## config.mk

```make
export PLATFORM = sky130hd
export DESIGN_NAME = ortc_top
export DESIGN_NICKNAME = d
export VERILOG_FILES = /design/src/verilog/ortc_top.v
export VERILOG_INCLUDE_DIRS = /design/src /design/src/verilog
export SDC_FILE = /design/constraint.sdc
export NUM_CORES = 1
export LEC_CHECK = 0
export ABC_AREA = 0
export BUFFER_PORTS_ARGS = -buffer_cell sky130_fd_sc_hd__clkbuf_2
export CAP_MARGIN = 20
export CORE_AREA = 2 2 128 130
export CTS_CLUSTER_SIZE = 12
export DETAILED_ROUTE_END_ITERATION = 8
export DIE_AREA = 0 0 130 132
export PLACE_DENSITY = 0.56
export SETUP_SLACK_MARGIN = 0.1
export SLEW_MARGIN = 40
export SYNTH_ARGS = -nofsm -noshare
export SYNTH_HDL_FRONTEND = slang
export SYNTH_SLANG_ARGS = --single-unit
```

## constraint.sdc

```tcl
create_clock -name CLK_SYS -period 5.65 [get_ports CLK_SYS]
set_input_delay 1.13 -clock CLK_SYS [delete_from_list [all_inputs] [get_ports CLK_SYS]]
set_output_delay 1.13 -clock CLK_SYS [all_outputs]
set_load 0.01 [all_outputs]
```

## src/verilog/ortc_map.vh

```
// Constants for the response timeout controller.
// Behaviour
// - After a request, wait for a reply at most the timeout, default 200 ms.
// - Timer expiry with no reply ends waiting and reports no data.
// - Each reply restarts the timer; the phase ends on a quiet expiry or when a nonzero expected count is reached.
// - Adaptive mode, on by default, sets the timeout from measured reply latency.
// - Host can switch adaptive off, or pick a more aggressive adaptive setting.
// - Adaptive sizing follows the slowest responder so late replies survive.
// - A nonzero expected count finishes as soon as that many replies arrive.
// - Optional times-five multiplier lengthens the timeout; times-one restores it.
`ifndef ORTC_MAP_VH
`define ORTC_MAP_VH
`define ORTC_CLK_HZ         50000000
`define ORTC_TICK_US        4000
`define ORTC_TICK_CYC       ((`ORTC_CLK_HZ / 1000000) * `ORTC_TICK_US)
`define ORTC_ST_DEFAULT     8'h32
`define ORTC_ST_MIN         8'h08
`define ORTC_ADDR_CTRL      4'h0
`define ORTC_ADDR_SETTING   4'h1
`define ORTC_ADDR_STATUS    4'h2
`define ORTC_ADDR_MASK      4'h3
`define ORTC_ADDR_CURRENT   4'h4
`define ORTC_ADDR_MEASURED  4'h5
`define ORTC_ADDR_CMD       4'h6
`define ORTC_CMD_AT_OFF     0
`define ORTC_CMD_AT_ON      1
`define ORTC_CMD_AT_AGGR    2
`define ORTC_CMD_TM5        3
`define ORTC_CMD_TM1        4
`define ORTC_EV_NODATA      0
`define ORTC_EV_DONE        1
`define ORTC_EV_COUNT       2
`define ORTC_EV_REPLY       3
`endif

```

## src/verilog/ortc_top.v

```verilog
// Response timeout controller: waits for vehicle replies after each request.
`timescale 1ns/1ns
`include "ortc_map.vh"
module ortc_top #(
    parameter TICK_CYC = `ORTC_TICK_CYC
) (
    input  wire       CLK_SYS,
    input  wire       RST,
    input  wire [3:0] ADDR,
    input  wire [7:0] WDATA,
    input  wire       WR,
    input  wire       RD,
    output reg  [7:0] RDATA,
    input  wire       REQ_SENT,
    input  wire [3:0] REQ_COUNT,
    input  wire       REPLY_RX,
    output reg        BUSY,
    output reg        DONE,
    output reg        NO_DATA,
    output reg        IRQ
);
    localparam S_IDLE = 1'b0;
    localparam S_WAIT = 1'b1;

    reg        state_q;
    reg [19:0] tick_cnt_q;
    reg        tick;
    reg [7:0]  setting_q;
    reg        adapt_on_q;
    reg        adapt_aggr_q;
    reg        times_five_q;
    reg [7:0]  adapt_q;
    reg [7:0]  lat_q;
    reg [7:0]  max_lat_q;
    reg [10:0] timer_q;
    reg [3:0]  want_q;
    reg [3:0]  got_q;
    reg        any_q;
    reg [3:0]  status_q;
    reg [3:0]  mask_q;
    reg [7:0]  base;
    reg [10:0] limit;
    reg [3:0]  ev;
    reg [7:0]  meas;
    wire       wr_ctrl = WR && ADDR == `ORTC_ADDR_CTRL;
    wire       wr_cmd  = WR && ADDR == `ORTC_ADDR_CMD;

    // A 4 ms tick keeps the timeout counters narrow.
    always @(posedge CLK_SYS)
    begin
        if (RST || state_q == S_IDLE || tick_cnt_q == TICK_CYC - 1)
            tick_cnt_q <= 20'h00000;
        else
            tick_cnt_q <= tick_cnt_q + 20'h00001;
    end

    always @*
    begin
        tick = (state_q == S_WAIT) && (tick_cnt_q == TICK_CYC - 1);
        if (adapt_on_q)
            base = adapt_q;
        else
            base = setting_q;
        if (times_five_q)
            limit = {3'h0, base} + {1'b0, base, 2'h0};
        else
            limit = {3'h0, base};
        // Aggressive mode keeps a quarter of margin; plain keeps a half.
        if (adapt_aggr_q)
            meas = max_lat_q + {2'h0, max_lat_q[7:2]} + 8'h01;
        else
            meas = max_lat_q + {1'b0, max_lat_q[7:1]} + 8'h02;
        if (max_lat_q > 8'h9f)
            meas = 8'hff;
        if (meas < `ORTC_ST_MIN)
            meas = `ORTC_ST_MIN;
        if (meas > setting_q)
            meas = setting_q;
        ev = 4'h0;
        if (state_q == S_WAIT)
        begin
            if (REPLY_RX)
            begin
                ev[`ORTC_EV_REPLY] = 1'b1;
                if (want_q != 4'h0 && got_q + 4'h1 == want_q)
                    ev[`ORTC_EV_COUNT] = 1'b1;
            end
            else if (tick && timer_q + 11'h001 >= limit)
            begin
                if (any_q)
                    ev[`ORTC_EV_DONE] = 1'b1;
                else
                    ev[`ORTC_EV_NODATA] = 1'b1;
            end
        end
    end

    always @(posedge CLK_SYS)
    begin
        if (RST)
        begin
            state_q      <= S_IDLE;
            timer_q      <= 11'h000;
            want_q       <= 4'h0;
            got_q        <= 4'h0;
            any_q        <= 1'b0;
            lat_q        <= 8'h00;
            max_lat_q    <= 8'h00;
            adapt_q      <= `ORTC_ST_DEFAULT;
            BUSY         <= 1'b0;
            DONE         <= 1'b0;
            NO_DATA      <= 1'b0;
        end
        else
        begin
            DONE    <= 1'b0;
            NO_DATA <= 1'b0;
            case (state_q)
                S_IDLE:
                begin
                    if (REQ_SENT)
                    begin
                        state_q   <= S_WAIT;
                        timer_q   <= 11'h000;
                        want_q    <= REQ_COUNT;
                        got_q     <= 4'h0;
                        any_q     <= 1'b0;
                        lat_q     <= 8'h00;
                        max_lat_q <= 8'h00;
                        BUSY      <= 1'b1;
                    end
                end
                S_WAIT:
                begin
                    if (tick && lat_q != 8'hff)
                        lat_q <= lat_q + 8'h01;
                    if (REPLY_RX)
                    begin
                        timer_q <= 11'h000;
                        got_q   <= got_q + 4'h1;
                        any_q   <= 1'b1;
                        if (lat_q > max_lat_q)
                            max_lat_q <= lat_q;
                    end
                    else if (tick)
                        timer_q <= timer_q + 11'h001;
                    if (ev[`ORTC_EV_COUNT] || ev[`ORTC_EV_DONE] || ev[`ORTC_EV_NODATA])
                    begin
                        state_q <= S_IDLE;
                        BUSY    <= 1'b0;
                        DONE    <= ~ev[`ORTC_EV_NODATA];
                        NO_DATA <= ev[`ORTC_EV_NODATA];
                        // Only a quiet expiry means every responder was heard.
                        if (ev[`ORTC_EV_DONE])
                            adapt_q <= meas;
                    end
                end
                default:
                    state_q <= S_IDLE;
            endcase
            if (wr_ctrl && ~WDATA[0])
                adapt_q <= setting_q;
        end
    end

    always @(posedge CLK_SYS)
    begin
        if (RST)
        begin
            setting_q    <= `ORTC_ST_DEFAULT;
            adapt_on_q   <= 1'b1;
            adapt_aggr_q <= 1'b0;
            times_five_q <= 1'b0;
            status_q     <= 4'h0;
            mask_q       <= 4'h0;
            IRQ          <= 1'b0;
            RDATA        <= 8'h00;
        end
        else
        begin
            if (WR && ADDR == `ORTC_ADDR_SETTING)
                setting_q <= (WDATA == 8'h00) ? `ORTC_ST_DEFAULT : WDATA;
            if (wr_ctrl)
            begin
                adapt_on_q   <= WDATA[0];
                adapt_aggr_q <= WDATA[1];
                times_five_q <= WDATA[2];
            end
            if (wr_cmd)
            begin
                if (WDATA[`ORTC_CMD_AT_OFF])
                    adapt_on_q <= 1'b0;
                if (WDATA[`ORTC_CMD_AT_ON])
                begin
                    adapt_on_q   <= 1'b1;
                    adapt_aggr_q <= 1'b0;
                end
                if (WDATA[`ORTC_CMD_AT_AGGR])
                begin
                    adapt_on_q   <= 1'b1;
                    adapt_aggr_q <= 1'b1;
                end
                if (WDATA[`ORTC_CMD_TM5])
                    times_five_q <= 1'b1;
                if (WDATA[`ORTC_CMD_TM1])
                    times_five_q <= 1'b0;
            end
            // Set wins over a simultaneous write-one clear.
            if (WR && ADDR == `ORTC_ADDR_STATUS)
                status_q <= (status_q & ~WDATA[3:0]) | ev;
            else
                status_q <= status_q | ev;
            if (WR && ADDR == `ORTC_ADDR_MASK)
                mask_q <= WDATA[3:0];
            IRQ <= |(status_q & mask_q);
            RDATA <= 8'h00;
            if (RD)
            begin
                case (ADDR)
                    `ORTC_ADDR_CTRL:     RDATA <= {5'h00, times_five_q, adapt_aggr_q, adapt_on_q};
                    `ORTC_ADDR_SETTING:  RDATA <= setting_q;
                    `ORTC_ADDR_STATUS:   RDATA <= {4'h0, status_q};
                    `ORTC_ADDR_MASK:     RDATA <= {4'h0, mask_q};
                    `ORTC_ADDR_CURRENT:  RDATA <= base;
                    `ORTC_ADDR_MEASURED: RDATA <= max_lat_q;
                    default:             RDATA <= 8'h00;
                endcase
            end
        end
    end
endmodule // ortc_top
```

* Yosys cells after proc, flatten, opt, wreduce, memory -nomap -nowiden *
Cells that the tools add are included.

storage, ports and cells
  bits in registers = 96
  bits in latches = 0
  bits in writable memories = 0
  ROM bits = 0
  input bits = 22
  output and inout bits = 12
  memories kept = 0

cells by class
  $add $sub $neg = 9
  $mul = 0
  div/mod/pow operators = 0
  $lt $le $gt $ge = 5
  equality and inequality tests = 15
  shift-type cells = 0
  muxes and demuxes = 55
  bitwise gates (word level) = 10
  reductions and logical operators = 30

operator list
  cell                                                    number
  2-to-1 mux 8 bit                                        14
  one-hot mux 8 bit (6 select lines)                      1
  2-to-1 mux 11 bit                                       4
  one-hot mux 8 bit (2 select lines)                      2
  2-to-1 mux 1 bit                                        22
  one-hot mux 11 bit (2 select lines)                     1
  adder 20 x 1 -> 20 bit (second input constant)          1
  equality test 20 x 18 -> 1 bit (second input constant)  1
  adder 8 x 1 -> 8 bit (second input constant)            2
  > comparator 8 bit                                      2
  2-to-1 mux 4 bit                                        4
  equality test 4 x 3 -> 1 bit (second input constant)    3
  adder 11 x 1 -> 11 bit (second input constant)          1
  adder 8 x 10 -> 11 bit                                  1
  >= comparator 11 bit                                    1
  logical AND 1 bit                                       10
  AND reduction 2 bit                                     5
  adder 8 x 2 -> 8 bit (second input constant)            1
  adder 8 x 6 -> 8 bit                                    1
  adder 8 x 7 -> 8 bit                                    1
  AND 4 bit                                               2
  equality test 4 x 2 -> 1 bit (second input constant)    2
  > comparator 8 bit (second input constant)              1
  logical NOT 8 bit                                       1
  other kinds (22)                                        40

* Longest topological paths before layout *
Gate-level depths: netlist of the first run.

  depth after elaboration = 13
  depth in mapped cells = 22

* Worst setup path after synthesis of the first run *
Ideal clock, no wire load.

  path kind = reg-to-reg
  from = reg max_lat_q[1]
  to = reg adapt_q[6]
  library setup time = 0.070 ns
  arrival time = 4.117 ns
  data required time = 5.580 ns
  setup slack = 1.463 ns
  stages on the path, launching flop included = 22
  path buffers = 0
  clock period less this slack = 4.187 ns
  cell sequence = dfxtp_1 inv_1 ha_1 inv_1 ha_1 inv_1 fa_1 nand2b_1 a21oi_1 xnor2_1 o2111ai_1 nand4b_1 nand4b_2 a21boi_0 ha_1 nor2b_1 o211ai_1 a21oi_1 o31ai_1 nor2_1 a211o_1 a21oi_1

on the way
  longest elaborated chain between the ends = 12

ends and longest elaborated chain
  element                                                       RTL line                      RTL
  from (decl)                                                   ortc_top.v:34                 reg [7:0] max_lat_q;
  from (signal assigned)                                        ortc_top.v:143                max_lat_q <= lat_q;
  adder 8 x 7 -> 8 bit or adder 8 x 6 -> 8 bit (tied branches)  ortc_top.v:72, ortc_top.v:70
  adder 8 x 2 -> 8 bit or adder 8 x 1 -> 8 bit (tied branches)  ortc_top.v:72, ortc_top.v:70
  2-to-1 mux 8 bit                                              ortc_top.v:69                 if (adapt_aggr_q)
  2-to-1 mux 8 bit (*)                                          ortc_top.v:73                 if (max_lat_q > 8'h9f)
  less-than comparator 8 x 4 -> 1 bit (no line)                 -
  2-to-1 mux 8 bit (*)                                          ortc_top.v:75                 if (meas < `ORTC_ST_MIN)
  > comparator 8 bit                                            ortc_top.v:77                 if (meas > setting_q)
  2-to-1 mux 8 bit (*)                                          ortc_top.v:77
  2-to-1 mux 8 bit (*)                                          ortc_top.v:154                if (ev[`ORTC_EV_DONE])
  2-to-1 mux 8 bit (*)                                          ortc_top.v:147                if (ev[`ORTC_EV_COUNT] || ev[`ORTC_EV_DONE] || ev[`ORTC_EV_NODATA])
  2-to-1 mux 8 bit (*)                                          ortc_top.v:118                case (state_q)
  2-to-1 mux 8 bit (*)                                          ortc_top.v:161                if (wr_ctrl && ~WDATA[0])
  to (signal assigned)                                          ortc_top.v:109                adapt_q <= `ORTC_ST_DEFAULT;
  to (signal assigned)                                          ortc_top.v:155                adapt_q <= meas;
  to (signal assigned)                                          ortc_top.v:162                adapt_q <= setting_q;
  to (decl)                                                     ortc_top.v:32                 reg [7:0] adapt_q;

Mark *: on every way between the ends. The rest lies on a longest branch, timed or not. The select of a mux whose other input is x is not followed.
A chain may end at the register's enable or synchronous reset.

* Worst setup path after layout of the first run *
  from = reg max_lat_q[2]
  to = reg adapt_q[6]

on the way
  longest elaborated chain between the ends = 12

ends and longest elaborated chain
  element                                                       RTL line
  adder 8 x 6 -> 8 bit or adder 8 x 7 -> 8 bit (tied branches)  ortc_top.v:70, ortc_top.v:72
  adder 8 x 1 -> 8 bit or adder 8 x 2 -> 8 bit (tied branches)  ortc_top.v:70, ortc_top.v:72
  2-to-1 mux 8 bit                                              ortc_top.v:69
  2-to-1 mux 8 bit (*)                                          ortc_top.v:73
  less-than comparator 8 x 4 -> 1 bit (no line)                 -
  2-to-1 mux 8 bit (*)                                          ortc_top.v:75
  > comparator 8 bit                                            ortc_top.v:77
  2-to-1 mux 8 bit (*)                                          ortc_top.v:77
  2-to-1 mux 8 bit (*)                                          ortc_top.v:154
  2-to-1 mux 8 bit (*)                                          ortc_top.v:147
  2-to-1 mux 8 bit (*)                                          ortc_top.v:118
  2-to-1 mux 8 bit (*)                                          ortc_top.v:161

Marked as above.

==> impl_metrics.yaml, run 1 <==
synthesis:
  synth_edf_count: 0
  postSynth.topFlopCell: "dfxtp_1"
  syn-mean-instance-area_um2: 8.27
  yosys_warnings: 0
  seq_area_frac_synth_pct: 30.8
  netlist_instances: 754
  synth_cell_type_count: 75
  synth.net_count: 838
  synthesis.area_um2: 6240
  ys_async_sr_fraction_pct: 0
  synth-seq-cells: 96
hold_path:
  hold_path_class: "flop to flop"
layout:
  design.final.nets: 857
  most_common_cell_after_layout_fill_and_taps_aside: "dfxtp_1"
  multi_input_area_um2: 4060
  antenna_cells: 0
  ff_latch_area_um2: 1920
  final.fill_count: 1577
  layout_common_cells: "dfxtp_1 (96), nor2_1 (85), nand2_1 (82), a21oi_1 (59), ha_1 (59)"
  synthToLayoutAreaGrowth_pct: 10.4
  drive_gt1_share_pct: 10.8
sta:
  maxSlewHeadroom_pct: 47.7
  post-route-worst-setup-slack_ns: 0.799
  setup_total_negative_slack_ns: 0
  timing.final.setup_violations: 0
  fin_crit_sh_pct: 85.9
  final_worst_path_period_need_ns: 4.85
  hold_viol: 0
  grt_setup_unrepaired: "no"
  slew_at_the_pin_with_the_worst_max_slew_slack_ns: 0.784
  timing.clock.skew_ns: 0.0102
  timing.final.max_slew_violations: 0
  max_freq_mhz: 206
critical_path:
  worst-path-max-fanout: 8
  critPathMaxStageDelay_ns: 0.55
  setup.worst_path.start_class: "flop"
  cp_slowest_cell: "o31ai_1"
  setup.worst_path.end_class: "flop"
  timing.critical_path.arrival_ns: 5.13
  cp_cell_sequence: "inv_1 -> ha_1 -> inv_1 -> ha_1 -> inv_1 -> fa_1 -> nand2b_1 -> a21oi_1 -> xnor2_1 -> o2111ai_1 -> nand4b_1 -> nand4b_2 -> a21boi_0 -> ha_1 -> nor2b_1 -> o211ai_1 -> a21oi_1 -> o31ai_1 -> nor2_1 -> a211o_1 -> a21oi_1"
  crit_required_ns: 5.93
  critical_setup_path_class: "flop to flop"
route:
  wl_met2_um: 7480
  m1WireLength_um: 7270
  route.detailed.wl_per_inst_um: 16.1
  drt-total-wl_um: 16000
  drt_first_iter_violations: 454
  iteration_count_of_the_initial_detailed_routing_pass: 5
  vias_per_cell: 5.61
  dr.max_layer_used: "met4"
  dr_total_vias: 5574
  met3_routed_wirelength_um: 854
  remaining_drc_errors: 0
  postRouteAntennaNets: 0
clock_tree:
  cts.path.max_buffers: 2
  cts_root_buf: "clkbuf_16"
  cts_setup_buffers: 0
  numCtsBuffers: 9
  clkTransAtPathRegs_ns: 0.07
  ctsHoldBuffers: 0
  clk-insertion-delay-late_ns: 0.35
  clkSinkCount: 96
  ctsHtreeMaxLevel: 3
  cts_tree: "yes"
  cts_resized: 0
floorplan:
  chipHeight_um: 132
  starting_density_of_the_core_pct: 39.7
  floorplan.rows: 46
  io_pins: 34
  die_area_um2: 17200
  die_width_um: 130
  core_um2: 15700
placement:
  post-dp-hpwl_um: 12100
  routabilityCongestion: 0.928
  place_worst_setup_slack_ns: 0.833
  io_buffers: 33
power_and_ir_drop:
  worst_ir_drop_vdd_mv: 0.135
  pwr_density_cell_nw_per_um2: 204
  cellLeakagePower_uw: 0.00278
grt:
  grt_use_total_pct: 19.1
  wire_length_of_the_first_global_routing_pass_um: 26400
  grt_remaining_overflow: 0
  number_of_antenna_violations_at_the_first_check_in_global_routing: 0
  grt_pass1_vias: 5342
  largest_net_degree_at_the_start_of_global_routing: 63
status:
  outcome: "complete, no violations"
flow_run:
  cap_violations: 0
-- sequential cells by signal, summed over array words and instances, names as in the netlist, 4 cells and up --
signal	flops
timer_q	11
setting_q	8
want_q	4
got_q	4
adapt_q	8
RDATA	8
max_lat_q	8
status_q	4
lat_q	8
mask_q	4
tick_cnt_q	20
-- cell usage after synthesis (5+ instances only) --
cell type,count,area (um^2)
dfxtp_1,96,1920
nor2_1,85,319
nand2_1,82,308
a21oi_1,59,295
ha_1,59,738
o21ai_0,38,190
inv_1,34,128
clkbuf_1,24,90.1
xnor2_1,24,210
xor2_1,24,210
nand4_1,17,106
nand3_1,15,75.1
or3_1,12,75.1
and3_1,11,68.8
mux2i_1,11,110
a22oi_1,10,75.1
nand2b_1,9,56.3
nor3_1,9,45.0
a211oi_1,8,60.1
a222oi_1,8,80.1
a21o_1,6,45.0
nand3b_1,6,45.0
nor2b_1,6,37.5
a211o_1,5,43.8
and2_1,5,31.3
o21a_1,5,37.5
o22ai_1,5,31.3
-- layer usage --
layer  up-vias  track usage [%]
met4         0             6.33
met3        25             3.73
met5         -                0
met2       165             31.5
li1       2742                -
met1      2642             24.8
-- critical path: cells and delay by family, from the launching register on --
| family | cells | cell delay, ns |
|---|---|---|
| simple gates | 5 | 0.96 |
| fa+ha+maj | 4 | 1.15 |
| flops | 1 | 0.43 |
| xor+xnor | 1 | 0.15 |
| buf+inv | 3 | 0.23 |
| compound gates | 8 | 1.86 |
-- stage by stage --
stage	hold slack, ns	utilization [%]	area, um^2	total power (uW)	cells
2_1_floorplan	0.430	-	6240	766	754
3_3_place_gp	0.445	41.8	6570	795	978
3_5_place_dp	0.449	41.9	6580	796	978
4_1_cts	0.459	43.8	6880	1420	994
5_1_grt	0.475	43.8	6880	1460	994
6_report	0.461	43.8	6880	1410	994
-- final cells by class --
type | count | share of cell area, %
Clock buffer | 9 | 3.27
Clock inverter | 7 | 1.05
Sequential cell | 96 | 27.9
Timing Repair Buffer | 38 | 2.94
Multi-Input combinational cell | 594 | 59.0
Tap cell | 216 | 3.93
Inverter | 34 | 1.85
-- final timing paths --
path,from,to,slack [ns],cells past startpoint
worst max register to register,max_lat_q[2],adapt_q[6],0.80,21
worst min register to register,adapt_q[6],adapt_q[6],0.46,2
worst min-delay path,adapt_q[6],adapt_q[6],0.46,2
worst max-delay path,max_lat_q[2],adapt_q[6],0.80,21
-- power breakdown --
group / total (uW) / internal (uW) / switching, uW
Clock: 626 / 314 / 312
Combinational: 87.2 / 31.6 / 55.6
Sequential: 695 / 683 / 11.3
-- kinds of logic (layout without fill, tap and decap cells) --
group                      Yosys count  after routing  synth area share, %
and+or+nand+nor                    289            289                 23.3
DFF                                 96             96                 30.8
muxes                               17             17                 3.39
buffers and inverters               64             88                 4.25
AOI/OAI and AO/OA                  178            178                 18.7
adders and majority gates           62             62                 12.8
xor gates and xnor gates            48             48                 6.74
(Power assumes the default switching activity.)
==> run 2, diff against run 1 <==
--- a/config.mk
+++ b/config.mk
@@ -9,11 +9,13 @@
 export ABC_AREA = 0
 export BUFFER_PORTS_ARGS = -buffer_cell sky130_fd_sc_hd__clkbuf_2
 export CAP_MARGIN = 20
-export CORE_AREA = 2 2 128 130
+export CELL_PAD_IN_SITES_DETAIL_PLACEMENT = 0
+export CELL_PAD_IN_SITES_GLOBAL_PLACEMENT = 2
+export CORE_AREA = 2 2 132 134
 export CTS_CLUSTER_SIZE = 12
 export DETAILED_ROUTE_END_ITERATION = 8
-export DIE_AREA = 0 0 130 132
-export PLACE_DENSITY = 0.56
+export DIE_AREA = 0 0 134 136
+export PLACE_DENSITY = 0.79
 export SETUP_SLACK_MARGIN = 0.1
 export SLEW_MARGIN = 40
 export SYNTH_ARGS = -nofsm -noshare
==> impl_metrics.yaml, run 2 (synthesized netlist as in run 1, its figures left out) <==
floorplan:
  starting_density_of_the_core_pct: 37.0
  die_area_um2: 18200
  die_width_um: 134
  chipHeight_um: 136
  floorplan.rows: 48
  io_pins: 34
  core_um2: 16900
route:
  iteration_count_of_the_initial_detailed_routing_pass: 5
  drt_first_iter_violations: 324
  remaining_drc_errors: 0
  drt-total-wl_um: 16200
  postRouteAntennaNets: 0
  route.detailed.wl_per_inst_um: 16.1
  vias_per_cell: 5.44
  dr_total_vias: 5465
sta:
  timing.final.max_slew_violations: 0
  grt_setup_unrepaired: "no"
  setup_total_negative_slack_ns: 0
  fin_crit_sh_pct: 85.9
  timing.clock.skew_ns: 0.00719
  maxSlewHeadroom_pct: 42.9
  final_worst_path_period_need_ns: 4.85
  max_freq_mhz: 206
  timing.final.setup_violations: 0
  slew_at_the_pin_with_the_worst_max_slew_slack_ns: 0.847
  hold_viol: 0
placement:
  routabilityCongestion: 0.819
  placement.cell_area_um2: 6600
  place.detailed.instances: 988
  io_buffers: 33
  post-dp-hpwl_um: 12400
grt:
  grt_use_total_pct: 18.3
  grt_pass1_vias: 5153
  wire_length_of_the_first_global_routing_pass_um: 26400
  gr-usage-met2_pct: 30.2
  grt_remaining_overflow: 0
  grt_use_met1_pct: 24.2
  grt-busiest-layer: "met2"
  gr-usage-met3_pct: 4.03
  number_of_antenna_violations_at_the_first_check_in_global_routing: 0
  largest_net_degree_at_the_start_of_global_routing: 55
layout:
  final_area_um2: 6910
  multi_input_area_um2: 4060
  post_layout_nonfiller_instances: 1004
  largestRegisters: "tick_cnt_q (20), timer_q (11)"
  most_common_cell_after_layout_fill_and_taps_aside: "dfxtp_1"
  ff_latch_area_um2: 1920
  final.fill_count: 1703
  layout_common_cells: "dfxtp_1 (96), nor2_1 (85), nand2_1 (82), a21oi_1 (59), ha_1 (59)"
  antenna_cells: 0
  design.final.nets: 858
  largest-register: "tick_cnt_q"
  drive_gt1_share_pct: 10.8
  largest_reg_flops: 20
  synthToLayoutAreaGrowth_pct: 10.7
clock_tree:
  cts_setup_buffers: 0
  cts.path.max_buffers: 2
  cts_tree: "yes"
  cts_resized: 0
  clkSinkCount: 96
  clk-insertion-delay-late_ns: 0.35
  ctsHtreeMaxLevel: 3
  cts_root_buf: "clkbuf_16"
  numCtsBuffers: 9
  clkTransAtPathRegs_ns: 0.07
  ctsHoldBuffers: 0
hold_path:
  hold_path_class: "flop to flop"
  hold-path-cell-count: 2
critical_path:
  timing.critical_path.arrival_ns: 5.14
  setup.worst_path.start_class: "flop"
  crit_required_ns: 5.94
  critical_setup_path_class: "flop to flop"
  worst_r2r_path_depth: 21
  cp_slowest_cell: "o31ai_1"
  worst-path-max-fanout: 8
  cp_cell_sequence: "inv_1 -> ha_1 -> inv_1 -> ha_1 -> inv_1 -> fa_1 -> nand2b_1 -> a21oi_1 -> a31oi_1 -> xnor2_1 -> mux2i_1 -> nand4b_2 -> a21boi_0 -> ha_1 -> nor2b_1 -> o211ai_1 -> a21oi_1 -> o31ai_1 -> nor2_1 -> a211o_1 -> a21oi_1"
  critPathMaxStageDelay_ns: 0.56
  setup.worst_path.end_class: "flop"
power_and_ir_drop:
  worst_ir_drop_vdd_mv: 0.172
  pwr_density_cell_nw_per_um2: 205
  post_route_total_power_uw: 1420
  cellLeakagePower_uw: 0.00279
status:
  outcome: "complete, no violations"
flow_run:
  cap_violations: 0
## run 2: cell types whose count changed in the layout (fill, tap and decap cells not counted), sizes merged
cell and change:
bufinv +1, clkinv -2, clkbuf +1, buf +1
## run 2: power breakdown
group / switching, uW / internal, uW
sequential: 9.98 / 684
combinational: 57.8 / 31.8
clock: 284 / 351
total: 352 / 1070
## run 2: routing by layer
layer  vias up  share of wire (%)
met5         -                  0
met4         0                1.3
met3        18                4.2
met2       114                 47
met1      2580                 48
li1       2753                  -
## run 2: worst paths after layout
kind,endpoint,startpoint,slack (ns)
setup / recovery,adapt_q[6],max_lat_q[2],0.80
hold / removal,adapt_q[6],adapt_q[6],0.46
setup reg to reg,adapt_q[6],max_lat_q[2],0.80
hold reg to reg,adapt_q[6],adapt_q[6],0.46
## run 2: cell type report
class                   count  share of cell area [%]
clock buffers              10                    3.32
multi-input cells         594                    58.8
well taps                 225                    4.08
inverters                  34                    1.85
clock inverters             6                    1.05
flip-flops and latches     96                    27.8
repair buffers             39                    3.04
## run 2: per-stage QoR
step | utilization [%] | hold WS [ns] | worst slack (ns)
after floorplan | - | 0.430 | 1.46
after global placement | 39.1 | 0.446 | 0.950
after detailed placement | 39.1 | 0.455 | 0.805
after CTS | 40.9 | 0.465 | 0.773
after global routing | 40.9 | 0.485 | 0.395
final | 40.9 | 0.460 | 0.798
## run 2: critical path: cells and delay by family, from the launching register on
kind | cells | cell delay (ns)
compound gates | 8 | 1.80
buf+inv | 3 | 0.24
flops | 1 | 0.41
simple gates | 4 | 0.71
fa+ha+maj | 4 | 1.15
mux | 1 | 0.33
xor+xnor | 1 | 0.14
